===== src/rtl/evt_params.svh =====
/*
  Constants of the event status and system mode block: register offsets,
  bit positions, reset values and mode codes.
  Assumes 8-bit register addresses and data on the serial register port.
*/
`ifndef EVT_PARAMS_SVH
`define EVT_PARAMS_SVH

`define ADDR_FIFO_STATUS  8'h00
`define ADDR_OUT_X_HI     8'h01
`define ADDR_OUT_Y_HI     8'h03
`define ADDR_OUT_Z_HI     8'h05
`define ADDR_TRIG_CFG     8'h0A
`define ADDR_SYS_MODE     8'h0B
`define ADDR_INT_SRC      8'h0C
`define ADDR_ORIENT_STAT  8'h30
`define ADDR_FFMT_SRC     8'h31
`define ADDR_TRANS_SRC    8'h32
`define ADDR_PULSE_SRC    8'h33

`define SRC_DRDY          0
`define SRC_VECM          1
`define SRC_FFMT          2
`define SRC_PULSE         3
`define SRC_ORIENT        4
`define SRC_TRANS         5
`define SRC_FIFO          6
`define SRC_ASLP          7

`define TRIG_SRC_MASK     8'h3E
`define TRIG_CFG_RST      8'h00
`define INT_SRC_RST       8'h00

`define FGERR_BIT         7
`define FGT_MSB           6
`define FGT_LSB           2
`define FGT_MAX           5'h1F

`define MODE_STANDBY      2'h0
`define MODE_WAKE         2'h1
`define MODE_SLEEP        2'h2

`endif


===== src/rtl/evt_pkg.sv =====
/*
  Types shared by the event status block and its mode tracker.
  Assumes evt_params.svh is on the include path.
*/
`include "evt_params.svh"

package evt_pkg;
    typedef enum logic [1:0] {
        SYS_STANDBY = `MODE_STANDBY,
        SYS_WAKE    = `MODE_WAKE,
        SYS_SLEEP   = `MODE_SLEEP
    } sys_mode_t;

    typedef logic [7:0] reg_byte_t;
endpackage : evt_pkg


===== src/rtl/mode_if.sv =====
/*
  Carrier between the status block and the mode tracker.
  Assumes both ends share i_clock.
*/
`timescale 1ns/1ns

interface mode_if;
    import evt_pkg::*;
    logic      active;
    logic      inact_expired;
    logic      wake_evt;
    sys_mode_t mode;
    logic      trans_evt;

    modport tracker (
        input  active, inact_expired, wake_evt,
        output mode, trans_evt
    );
    modport user (
        output active, inact_expired, wake_evt,
        input  mode, trans_evt
    );
endinterface : mode_if


===== src/rtl/event_status_and_system_mode.sv =====
/*
  Event status and system mode block: interrupt source flags, FIFO trigger
  gating, FIFO gate error timing and operating mode report.
  Assumes the serial engine gives one-cycle read and write strobes with the
  register address, and that detection functions give qualified event levels.
*/
// Behaviour
// - trigger bit 3 enables pulse gating
// - trigger bit 2 enables free-fall/motion gating
// - trigger bit 1 enables vector-magnitude gating
// - enabled flag among bits 5..1 in trigger mode stops FIFO
// - gate error sets mode bit 7
// - empty FIFO clears gate error
// - bits 6..2 count data periods since error
// - bits 1..0 report standby, wake, sleep
// - source bit shows function interrupt state
// - source read clears only vector-magnitude flag
// - other flags except data-ready clear by own status read
// - bit 7 set on sleep/wake event
// - long inactivity moves wake to sleep
// - wake event moves sleep to wake
// - mode register read clears sleep/wake flag
// - bit 6 set on FIFO event
// - FIFO status read clears FIFO flag
// - bit 5 set on transient event
// - transient source read clears transient flag
// - data-ready clears after X, Y, Z reads
`timescale 1ns/1ns
`include "evt_params.svh"

module event_status_and_system_mode
    import evt_pkg::*;
(
    input  wire logic       i_clock,          // sample-rate clock, 10 MHz
    input  wire logic       i_rst_b,          // async reset, active low
    input  wire logic [7:0] i_reg_addr,       // register address
    input  wire logic       i_reg_rd,         // read strobe, one cycle
    input  wire logic       i_reg_wr,         // write strobe, one cycle
    input  wire logic [7:0] i_reg_wdata,      // write data
    output logic      [7:0] o_reg_rdata,      // read data, registered
    output logic            o_reg_hit,        // read hit this block
    input  wire logic       i_evt_drdy,       // new x/y/z set ready
    input  wire logic       i_evt_vecm,       // vector-magnitude event
    input  wire logic       i_evt_ffmt,       // free-fall/motion event
    input  wire logic       i_evt_pulse,      // pulse event
    input  wire logic       i_evt_orient,     // orientation event
    input  wire logic       i_evt_trans,      // transient event
    input  wire logic       i_evt_fifo,       // overflow or watermark
    input  wire logic       i_fifo_trig_mode, // FIFO in trigger mode
    input  wire logic       i_fifo_empty,     // FIFO holds no sample
    input  wire logic       i_gate_err,       // gate error detected
    input  wire logic       i_odr_tick,       // one pulse per data period
    input  wire logic       i_active,         // active mode selected
    input  wire logic       i_inact_expired,  // inactivity past limit
    input  wire logic       i_wake_evt,       // selected wake event
    output logic            o_fifo_gate,      // stop FIFO collection
    output logic            o_odr_low,        // use the sleep data rate
    output logic      [1:0] o_sys_mode        // current operating mode
);

    function automatic logic rd_at(
        input logic [7:0] addr,
        input logic       rd,
        input logic [7:0] target
    );
        rd_at = rd && (addr == target);
    endfunction : rd_at

    mode_if mif ();

    mode_tracker u_mode (
        .i_clock (i_clock),
        .i_rst_b (i_rst_b),
        .mif     (mif.tracker)
    );

    assign mif.active        = i_active;
    assign mif.inact_expired = i_inact_expired;
    assign mif.wake_evt      = i_wake_evt;

    reg_byte_t trig_cfg_reg;
    reg_byte_t flag_reg;
    reg_byte_t flag_next;
    reg_byte_t evt_in;
    reg_byte_t clr_in;
    logic      fgerr_reg;
    logic      fgerr_next;
    logic [4:0] fgt_reg;
    logic [2:0] seen_reg;
    logic [2:0] seen_now;
    logic      xyz_done;
    logic      gate_reg;
    logic      trig_hit;
    reg_byte_t sys_mode_val;
    reg_byte_t rdata_reg;
    logic      hit_reg;
    logic      rd_src;
    logic      rd_sys;
    logic      rd_fifo;
    logic      rd_trans;

    assign rd_src   = rd_at(i_reg_addr, i_reg_rd, `ADDR_INT_SRC);
    assign rd_sys   = rd_at(i_reg_addr, i_reg_rd, `ADDR_SYS_MODE);
    assign rd_fifo  = rd_at(i_reg_addr, i_reg_rd, `ADDR_FIFO_STATUS);
    assign rd_trans = rd_at(i_reg_addr, i_reg_rd, `ADDR_TRANS_SRC);

    // trigger configuration: every bit is read/write
    always_ff @(posedge i_clock or negedge i_rst_b) begin
        if (!i_rst_b) begin
            trig_cfg_reg <= `TRIG_CFG_RST;
        end else if (i_reg_wr && i_reg_addr == `ADDR_TRIG_CFG) begin
            trig_cfg_reg <= i_reg_wdata;
        end
    end

    // data-ready needs all three high-byte reads, in any order
    assign seen_now = seen_reg | {
        rd_at(i_reg_addr, i_reg_rd, `ADDR_OUT_Z_HI),
        rd_at(i_reg_addr, i_reg_rd, `ADDR_OUT_Y_HI),
        rd_at(i_reg_addr, i_reg_rd, `ADDR_OUT_X_HI)};
    assign xyz_done = &seen_now;

    always_ff @(posedge i_clock or negedge i_rst_b) begin
        if (!i_rst_b) begin
            seen_reg <= 3'h0;
        end else if (xyz_done || !flag_reg[`SRC_DRDY]) begin
            seen_reg <= 3'h0;
        end else begin
            seen_reg <= seen_now;
        end
    end

    always_comb begin
        evt_in              = 8'h00;
        evt_in[`SRC_DRDY]   = i_evt_drdy;
        evt_in[`SRC_VECM]   = i_evt_vecm;
        evt_in[`SRC_FFMT]   = i_evt_ffmt;
        evt_in[`SRC_PULSE]  = i_evt_pulse;
        evt_in[`SRC_ORIENT] = i_evt_orient;
        evt_in[`SRC_TRANS]  = i_evt_trans;
        evt_in[`SRC_FIFO]   = i_evt_fifo;
        evt_in[`SRC_ASLP]   = mif.trans_evt;
    end

    always_comb begin
        clr_in              = 8'h00;
        clr_in[`SRC_DRDY]   = xyz_done;
        clr_in[`SRC_VECM]   = rd_src;
        clr_in[`SRC_FFMT]   = rd_at(i_reg_addr, i_reg_rd, `ADDR_FFMT_SRC);
        clr_in[`SRC_PULSE]  = rd_at(i_reg_addr, i_reg_rd, `ADDR_PULSE_SRC);
        clr_in[`SRC_ORIENT] = rd_at(i_reg_addr, i_reg_rd, `ADDR_ORIENT_STAT);
        clr_in[`SRC_TRANS]  = rd_trans;
        clr_in[`SRC_FIFO]   = rd_fifo;
        clr_in[`SRC_ASLP]   = rd_sys;
    end

    // an event in the clearing cycle survives: set wins over clear
    for (genvar i = 0; i < 8; i++) begin : g_flag
        assign flag_next[i] = evt_in[i] | (flag_reg[i] & ~clr_in[i]);
    end

    always_ff @(posedge i_clock or negedge i_rst_b) begin
        if (!i_rst_b) begin
            flag_reg <= `INT_SRC_RST;
        end else begin
            flag_reg <= flag_next;
        end
    end

    // gating is taken from the next flag value so it lands on the event edge;
    // it holds until trigger mode is left, keeping the pre-event samples
    assign trig_hit = |(trig_cfg_reg & flag_next & `TRIG_SRC_MASK);

    always_ff @(posedge i_clock or negedge i_rst_b) begin
        if (!i_rst_b) begin
            gate_reg <= 1'b0;
        end else begin
            gate_reg <= i_fifo_trig_mode && (gate_reg || trig_hit);
        end
    end

    assign fgerr_next = i_gate_err || (fgerr_reg && !i_fifo_empty);

    always_ff @(posedge i_clock or negedge i_rst_b) begin
        if (!i_rst_b) begin
            fgerr_reg <= 1'b0;
        end else begin
            fgerr_reg <= fgerr_next;
        end
    end

    // the period count saturates rather than wrapping back to a small age
    always_ff @(posedge i_clock or negedge i_rst_b) begin
        if (!i_rst_b) begin
            fgt_reg <= 5'h00;
        end else if (!fgerr_next) begin
            fgt_reg <= 5'h00;
        end else if (fgerr_reg && i_odr_tick && fgt_reg != `FGT_MAX) begin
            fgt_reg <= fgt_reg + 5'h01;
        end
    end

    always_comb begin
        sys_mode_val                     = 8'h00;
        sys_mode_val[`FGERR_BIT]         = fgerr_reg;
        sys_mode_val[`FGT_MSB:`FGT_LSB]  = fgt_reg;
        sys_mode_val[1:0]                = mif.mode;
    end

    // read data shows the value before any clear caused by that read
    always_ff @(posedge i_clock or negedge i_rst_b) begin
        if (!i_rst_b) begin
            rdata_reg <= 8'h00;
            hit_reg   <= 1'b0;
        end else if (i_reg_rd) begin
            hit_reg <= 1'b1;
            unique case (i_reg_addr)
                `ADDR_TRIG_CFG: rdata_reg <= trig_cfg_reg;
                `ADDR_SYS_MODE: rdata_reg <= sys_mode_val;
                `ADDR_INT_SRC:  rdata_reg <= flag_reg;
                default: begin
                    rdata_reg <= 8'h00;
                    hit_reg   <= 1'b0;
                end
            endcase
        end else begin
            hit_reg <= 1'b0;
        end
    end

    assign o_reg_rdata = rdata_reg;
    assign o_reg_hit   = hit_reg;
    assign o_fifo_gate = gate_reg;
    assign o_odr_low   = (mif.mode == SYS_SLEEP);
    assign o_sys_mode  = mif.mode;
endmodule : event_status_and_system_mode


===== src/rtl/mode_tracker.sv =====
/*
  Standby / wake / sleep tracker with its transition event.
  Assumes inactivity expiry and wake events are already qualified upstream.
*/
`timescale 1ns/1ns

module mode_tracker
    import evt_pkg::*;
(
    input wire logic i_clock,   // sample-rate clock
    input wire logic i_rst_b,   // async reset, active low
    mode_if.tracker  mif        // mode control and report
);

    sys_mode_t mode_reg;
    sys_mode_t mode_next;
    logic      trans;

    // transition event is combinational so flag and mode move on one edge
    always_comb begin
        mode_next = mode_reg;
        trans     = 1'b0;
        if (!mif.active) begin
            mode_next = SYS_STANDBY;
        end else begin
            unique case (mode_reg)
                SYS_STANDBY: mode_next = SYS_WAKE;
                SYS_WAKE: begin
                    if (mif.inact_expired) begin
                        mode_next = SYS_SLEEP;
                        trans     = 1'b1;
                    end
                end
                SYS_SLEEP: begin
                    if (mif.wake_evt) begin
                        mode_next = SYS_WAKE;
                        trans     = 1'b1;
                    end
                end
                default: mode_next = SYS_STANDBY;
            endcase
        end
    end

    always_ff @(posedge i_clock or negedge i_rst_b) begin
        if (!i_rst_b) begin
            mode_reg <= SYS_STANDBY;
        end else begin
            mode_reg <= mode_next;
        end
    end

    assign mif.mode      = mode_reg;
    assign mif.trans_evt = trans;
endmodule : mode_tracker


===== config.mk =====
export PLATFORM = sky130hd
export DESIGN_NAME = event_status_and_system_mode
export DESIGN_NICKNAME = d
export VERILOG_FILES = /design/src/rtl/evt_pkg.sv /design/src/rtl/mode_if.sv /design/src/rtl/event_status_and_system_mode.sv /design/src/rtl/mode_tracker.sv
export VERILOG_INCLUDE_DIRS = /design/src /design/src/rtl
export SDC_FILE = /design/constraint.sdc
export NUM_CORES = 1
export LEC_CHECK = 0
export ABC_AREA = 1
export BUFFER_PORTS_ARGS = -buffer_cell sky130_fd_sc_hd__clkbuf_2
export CELL_PAD_IN_SITES_DETAIL_PLACEMENT = 0
export CELL_PAD_IN_SITES_GLOBAL_PLACEMENT = 2
export CORE_UTILIZATION = 32
export CTS_BUF_LIST = sky130_fd_sc_hd__clkbuf_4
export CTS_CLUSTER_DIAMETER = 30
export CTS_CLUSTER_SIZE = 8
export DETAILED_ROUTE_END_ITERATION = 6
export GPL_TIMING_DRIVEN = 0
export PLACE_DENSITY_LB_ADDON = 0.1
export SYNTH_ARGS = -nofsm -noshare
export SYNTH_HDL_FRONTEND = slang
export SYNTH_HIERARCHICAL = 1
export SYNTH_SLANG_ARGS = --single-unit

===== constraint.sdc =====
create_clock -name i_clock -period 1.8 [get_ports i_clock]
set_input_delay 0.27 -clock i_clock [delete_from_list [all_inputs] [get_ports i_clock]]
set_output_delay 0.27 -clock i_clock [all_outputs]
set_load 0.01 [all_outputs]

Yosys cells after proc, flatten, opt, wreduce, memory -nomap -nowiden
Index checks and enable logic that the tools add are counted.

Bitwise gates (word level): 26. Add/subtract/negate cells: 1. Multiplexer cells: 14. Reductions and logical operators: 26. Eq/ne operators: 16.

Operators by type and width (number): $eq 8x6->1 const B (4); $eq 8x4->1 const B (3); $pmux 8 s3 (1); $logic_and 1x1->1 (15); $mux 5 (2); $and 1x1->1 (8); $eq 8x1->1 const B (1); $eq 8x2->1 const B (1); $eq 8x3->1 const B (1); $logic_not 8->1 (1); $not 1->1 (8); $or 1x1->1 (8); $and 6x6->6 (1); $mux 2 (3); $ne 3x3->1 const B (2); $pmux 2 s3 (1); $add 5x1->5 const B (1); $mux 1 (5); $ne 5x5->1 const B (1); $reduce_or 5->1 (1); $logic_or 1x1->1 (3); $mux 3 (1); $or 3x3->3 (1); $reduce_and 3->1 (1); 8 further kinds (9).

Input bits: 34. Word-level logic and storage cells: 92. Output and inout port bits: 13. Bits in registers: 37.

Depth between registers and ports, before layout
Depth in word-level cells: 11. Mapped depth: 10.

Modules after synthesis
Netlist, hierarchy kept.

By module, submodules not included: event_status_and_system_mode (sequential area each 875.8 sq um, area each 1835.5 sq um, cells an instance 217, instances 1); mode_tracker (sequential area each 50.0 sq um, area each 187.7 sq um, cells an instance 27, instances 1).

Least setup slack after synthesis
Ideal clock, no wire load.

Path type: flip-flop to flip-flop. From: register fgt_reg[0]. To: register fgt_reg[3]. Path buffers: 0. Cell stages (with the launch flop): 11. Library setup time: 0.123 ns. Data required time: 1.677 ns. Data arrival time: 1.520 ns. Path slack: 0.157 ns. Path through: dfrtp_1 -> ha_1 -> inv_1 -> nor3_1 -> ha_1 -> nor2_1 -> inv_1 -> nor2_1 -> nand3_1 -> o21ai_0 -> a21oi_1.

Longest elaborated chain between the ends: 3.

RTL lines: from (decl) (RTL line event_status_and_system_mode.sv:88) `logic [4:0] fgt_reg;`; from (signal assigned) (RTL line event_status_and_system_mode.sv:199) `fgt_reg <= fgt_reg + 5'h01;`; $add 5x1->5 or $ne 5x5->1 (tied branches); $mux 5 or $logic_and 1x1->1 (tied branches); $mux 5 or $ne 2x1->1 (tied branches).

Parallel ways exist; a longest one is shown, timed or not. The select of a mux whose other input is x is not followed. A chain may end at the register's enable or synchronous reset.

Worst setup path in the final report
Ends and elaborated chain as after synthesis.

==> impl_metrics.prom <==
# TYPE chip_impl_metric gauge
chip_impl_info{name="run_status",value="completed"} 1
chip_impl_metric{name="finalHoldViolations",unit=""} 0
chip_impl_metric{name="grt_use_total",unit="%"} 15.8
chip_impl_metric{name="ctsHtreeMaxLevel",unit=""} 2
chip_impl_metric{name="shortest_clock_period_the_worst_path_allows_after_layout",unit="ns"} 1.59
chip_impl_metric{name="floorplan.io_pins",unit=""} 47
chip_impl_metric{name="gp_congestion",unit=""} 0.776
chip_impl_metric{name="timing.clock.skew",unit="ns"} 0.0157
chip_impl_info{name="critical_path.most_common_cell",value="ha_1"} 1
chip_impl_metric{name="floorplan.die_area",unit="sq um"} 6640
chip_impl_metric{name="drive_gt1_share",unit="%"} 28.0
chip_impl_metric{name="yosys_warnings",unit=""} 6
chip_impl_metric{name="routed_vias",unit=""} 1663
chip_impl_metric{name="insertion_delay",unit="ns"} 0.33
chip_impl_metric{name="synthesis.area_per_instance",unit="sq um"} 8.29
chip_impl_metric{name="grt_start_max_net_pins",unit=""} 38
chip_impl_info{name="clk_root_buffer_cell",value="clkbuf_4"} 1
chip_impl_info{name="hold_class",value="in -> async"} 1
chip_impl_metric{name="floorplan.die.width",unit="microns"} 81.5
chip_impl_metric{name="cp_data_required_time",unit="ns"} 2.03
chip_impl_metric{name="tritoncts_num_sinks",unit=""} 37
chip_impl_metric{name="final_min_period_over_clock_period",unit="%"} 88.4
chip_impl_metric{name="number_of_buffers_inserted_during_clock_tree_synthesis",unit=""} 5
chip_impl_metric{name="nets",unit=""} 339
chip_impl_metric{name="grt_antenna_before_repair",unit=""} 0
chip_impl_metric{name="leakage_power_summed_over_all_cells",unit="nW"} 1.34
chip_impl_metric{name="synth.lib_cells_used.distinct",unit=""} 31
chip_impl_metric{name="row_count",unit=""} 28
chip_impl_info{name="cell_type_of_the_slowest_stage_on_the_worst_timing_path",value="dfrtp_1"} 1
chip_impl_metric{name="worst_ir_drop_vdd",unit="mV"} 0.330
chip_impl_info{name="critPathCaptureType",value="register"} 1
chip_impl_metric{name="core",unit="sq um"} 6030
chip_impl_metric{name="height_of_the_die",unit="microns"} 81.5
chip_impl_info{name="cp_top_family",value="adder cells"} 1
chip_impl_info{name="cts_tree",value="yes"} 1
chip_impl_metric{name="power-per-cell-area",unit="nW/um^2"} 761
chip_impl_metric{name="crit_path_max_fanout",unit=""} 5
chip_impl_metric{name="setup_viol",unit=""} 0
chip_impl_metric{name="syn-instance-count",unit=""} 244
chip_impl_metric{name="starting_density_of_the_core",unit="%"} 33.6
chip_impl_metric{name="detail_route.first_pass.iterations",unit=""} 4
chip_impl_metric{name="wl_per_cell",unit="microns"} 12.4
chip_impl_info{name="timing_worst_setup_path_type",value="reg -> reg"} 1
chip_impl_metric{name="antenna_cells_inserted",unit=""} 0
chip_impl_metric{name="critPathArrivalTime",unit="ns"} 1.82
chip_impl_metric{name="synth.ff_latch_count",unit=""} 37
chip_impl_info{name="unrepaired_setup_endpoints_after_global_routing",value="no"} 1
chip_impl_metric{name="design_area",unit="sq um"} 2450
chip_impl_metric{name="synth-seq-area-share",unit="%"} 45.8
chip_impl_metric{name="cp.buffers_inverters",unit=""} 2
chip_impl_metric{name="holdBufCountCts",unit=""} 0
chip_impl_metric{name="drc",unit=""} 0
chip_impl_metric{name="area.growth.synth_to_final",unit="%"} 21.2
chip_impl_metric{name="routed_wirelength",unit="microns"} 4660
chip_impl_metric{name="postSynthNetCount",unit=""} 284
chip_impl_metric{name="critical-path-max-stage-delay",unit="ns"} 0.41
chip_impl_metric{name="worst_slew_pin_slew",unit="ns"} 0.931
chip_impl_metric{name="drv.max_cap_violation_count",unit=""} 0
chip_impl_metric{name="max_slew_margin",unit="%"} 37.9
chip_impl_metric{name="dp_hpwl",unit="microns"} 3580
chip_impl_metric{name="timing_max_transition_violations_final",unit=""} 0
chip_impl_metric{name="total_power",unit="mW"} 1.87
chip_impl_metric{name="grt_pass1_wl",unit="microns"} 7780
chip_impl_metric{name="initialDrtViolationCount",unit=""} 73
chip_impl_metric{name="portbufs",unit=""} 46
chip_impl_metric{name="buffers_from_clock_root_to_sink_at_most",unit=""} 2
chip_impl_metric{name="postPlaceCellArea",unit="sq um"} 2350
chip_impl_metric{name="routed_via_density",unit=""} 4.43
chip_impl_metric{name="detail-route-antenna-nets",unit=""} 0
chip_impl_info{name="worst_setup_path_start_kind",value="register"} 1
chip_impl_metric{name="cts.clk_slew.worst_paths",unit="ns"} 0.12
chip_impl_metric{name="first_global_vias",unit=""} 1619
chip_impl_metric{name="timing.fmax",unit="MHz"} 629
chip_impl_info{name="crit_path_cell_trace",value="ha_1, inv_1, nor3_1, ha_1, nor2_4, inv_2, nor2_2, nand3_1, o21ai_1, a21oi_1"} 1
chip_impl_metric{name="grt.overflow.total",unit=""} 0
chip_impl_metric{name="netlist_area",unit="sq um"} 2020
[cell families (layout without fill, tap and decap cells)]
kind of cell	Yosys count	count (layout)	share of synthesized area [%]
DFF	37	37	45.8
and+or+nand+nor	130	130	29.6
AOI/OAI and AO/OA	20	20	6.43
adders and majority gates	6	6	3.71
buffers and inverters	43	99	8.60
muxes	8	8	5.94
[per-stage QoR]
step / worst slack [ns] / util, % / cells / TNS [ns] / hold WS (ns)
floorplan: 0.157 / - / 244 / 0 / -0.0256
global placement: -0.122 / 39.0 / 365 / -0.122 / 0.455
detailed placement: -0.0854 / 39.0 / 365 / -0.0854 / 0.459
CTS: 0.0110 / 40.3 / 373 / 0 / 0.0838
global route: 0.0440 / 40.7 / 375 / 0 / 0.0760
finish: 0.209 / 40.7 / 375 / 0 / 0.0530
[placed cells by master, fill, tap and decap left out, drive strengths merged, types with 2 or more instances in the layout]
cell type,instances
nand2,74
clkbuf,52
inv,38
dfrtp,37
nand3,30
nor2,21
mux2,8
o211ai,6
ha,6
a21oi,5
buf,5
o21ai,4
clkinv,3
nor3,2
o21bai,2
[layout make-up]
class | instances | area, sq um
plain buffers | 3 | 23.8
clock buffers | 6 | 45.0
multi-input cells | 164 | 933
repair buffers | 48 | 245
flip-flops and latches | 37 | 926
fillers | 667 | 3570
inverters | 40 | 150
well taps | 75 | 93.8
clock inverters | 2 | 33.8
[Yosys cell counts (all sizes together)]
master   n  area (sq um)
a21o     1          7.51
nand4    1          6.26
o211ai   6          45.0
buf      3          23.8
o21ai    4          20.0
nor3     2          10.0
ha       6          75.1
o21bai   2          18.8
dfrtp   37           926
nor2    21           105
nand3b   1          7.51
a211oi   1          7.51
nand2   74           290
or2      1          6.26
a21oi    5          25.0
a31oi    1          6.26
nand3   30           173
clkinv   2          7.51
inv     38           143
mux2     8           120
[power by group]
part	total (mW)	internal, mW	switching [mW]	leakage (nW)
clock network	0.576	0.305	0.272	0.0433
registers	0.943	0.888	0.0545	0.465
logic	0.347	0.145	0.202	0.835
total	1.87	1.34	0.529	1.34
[routing by layer]
metal	vias up	global-route usage (%)	share of wire, %
met5	-	0	0
met4	0	4.29	0.58
met3	2	3.56	3.1
met2	31	24.6	46
met1	751	21.9	51
li1	879	-	-
[worst register-to-register path: stages, from the launching register on]
cell and delay [ns]:
dfrtp_1 0.41, ha_1 0.21, inv_1 0.07, nor3_1 0.05, ha_1 0.21, nor2_4 0.12, inv_2 0.07, nor2_2 0.10
nand3_1 0.09, o21ai_1 0.13, a21oi_1 0.05
[repair_timing]
| item | CTS | global route |
|---|---|---|
| gates resized for setup | 1 | 4 |
| pin swaps | 1 | 1 |
| setup endpoints to repair | 1 | 1 |
| buffers inserted | 0 | 2 |
[final timing paths]
check                          startpoint            endpoint  slack, ns  cells past startpoint
setup / recovery               fgt_reg[0]          fgt_reg[3]       0.21                     10
hold / removal                    i_rst_b      o_reg_rdata[3]       0.05                      1
setup reg to reg               fgt_reg[0]          fgt_reg[3]       0.21                     10
hold reg to reg            o_reg_rdata[3]      o_reg_rdata[3]       0.49                      2
max in group asynchronous         i_rst_b  u_mode/mif.mode[0]       1.15                      1
min in group i_clock           i_evt_fifo         flag_reg[6]       0.11                      2
Note: power is estimated with default switching activity, not from simulation.
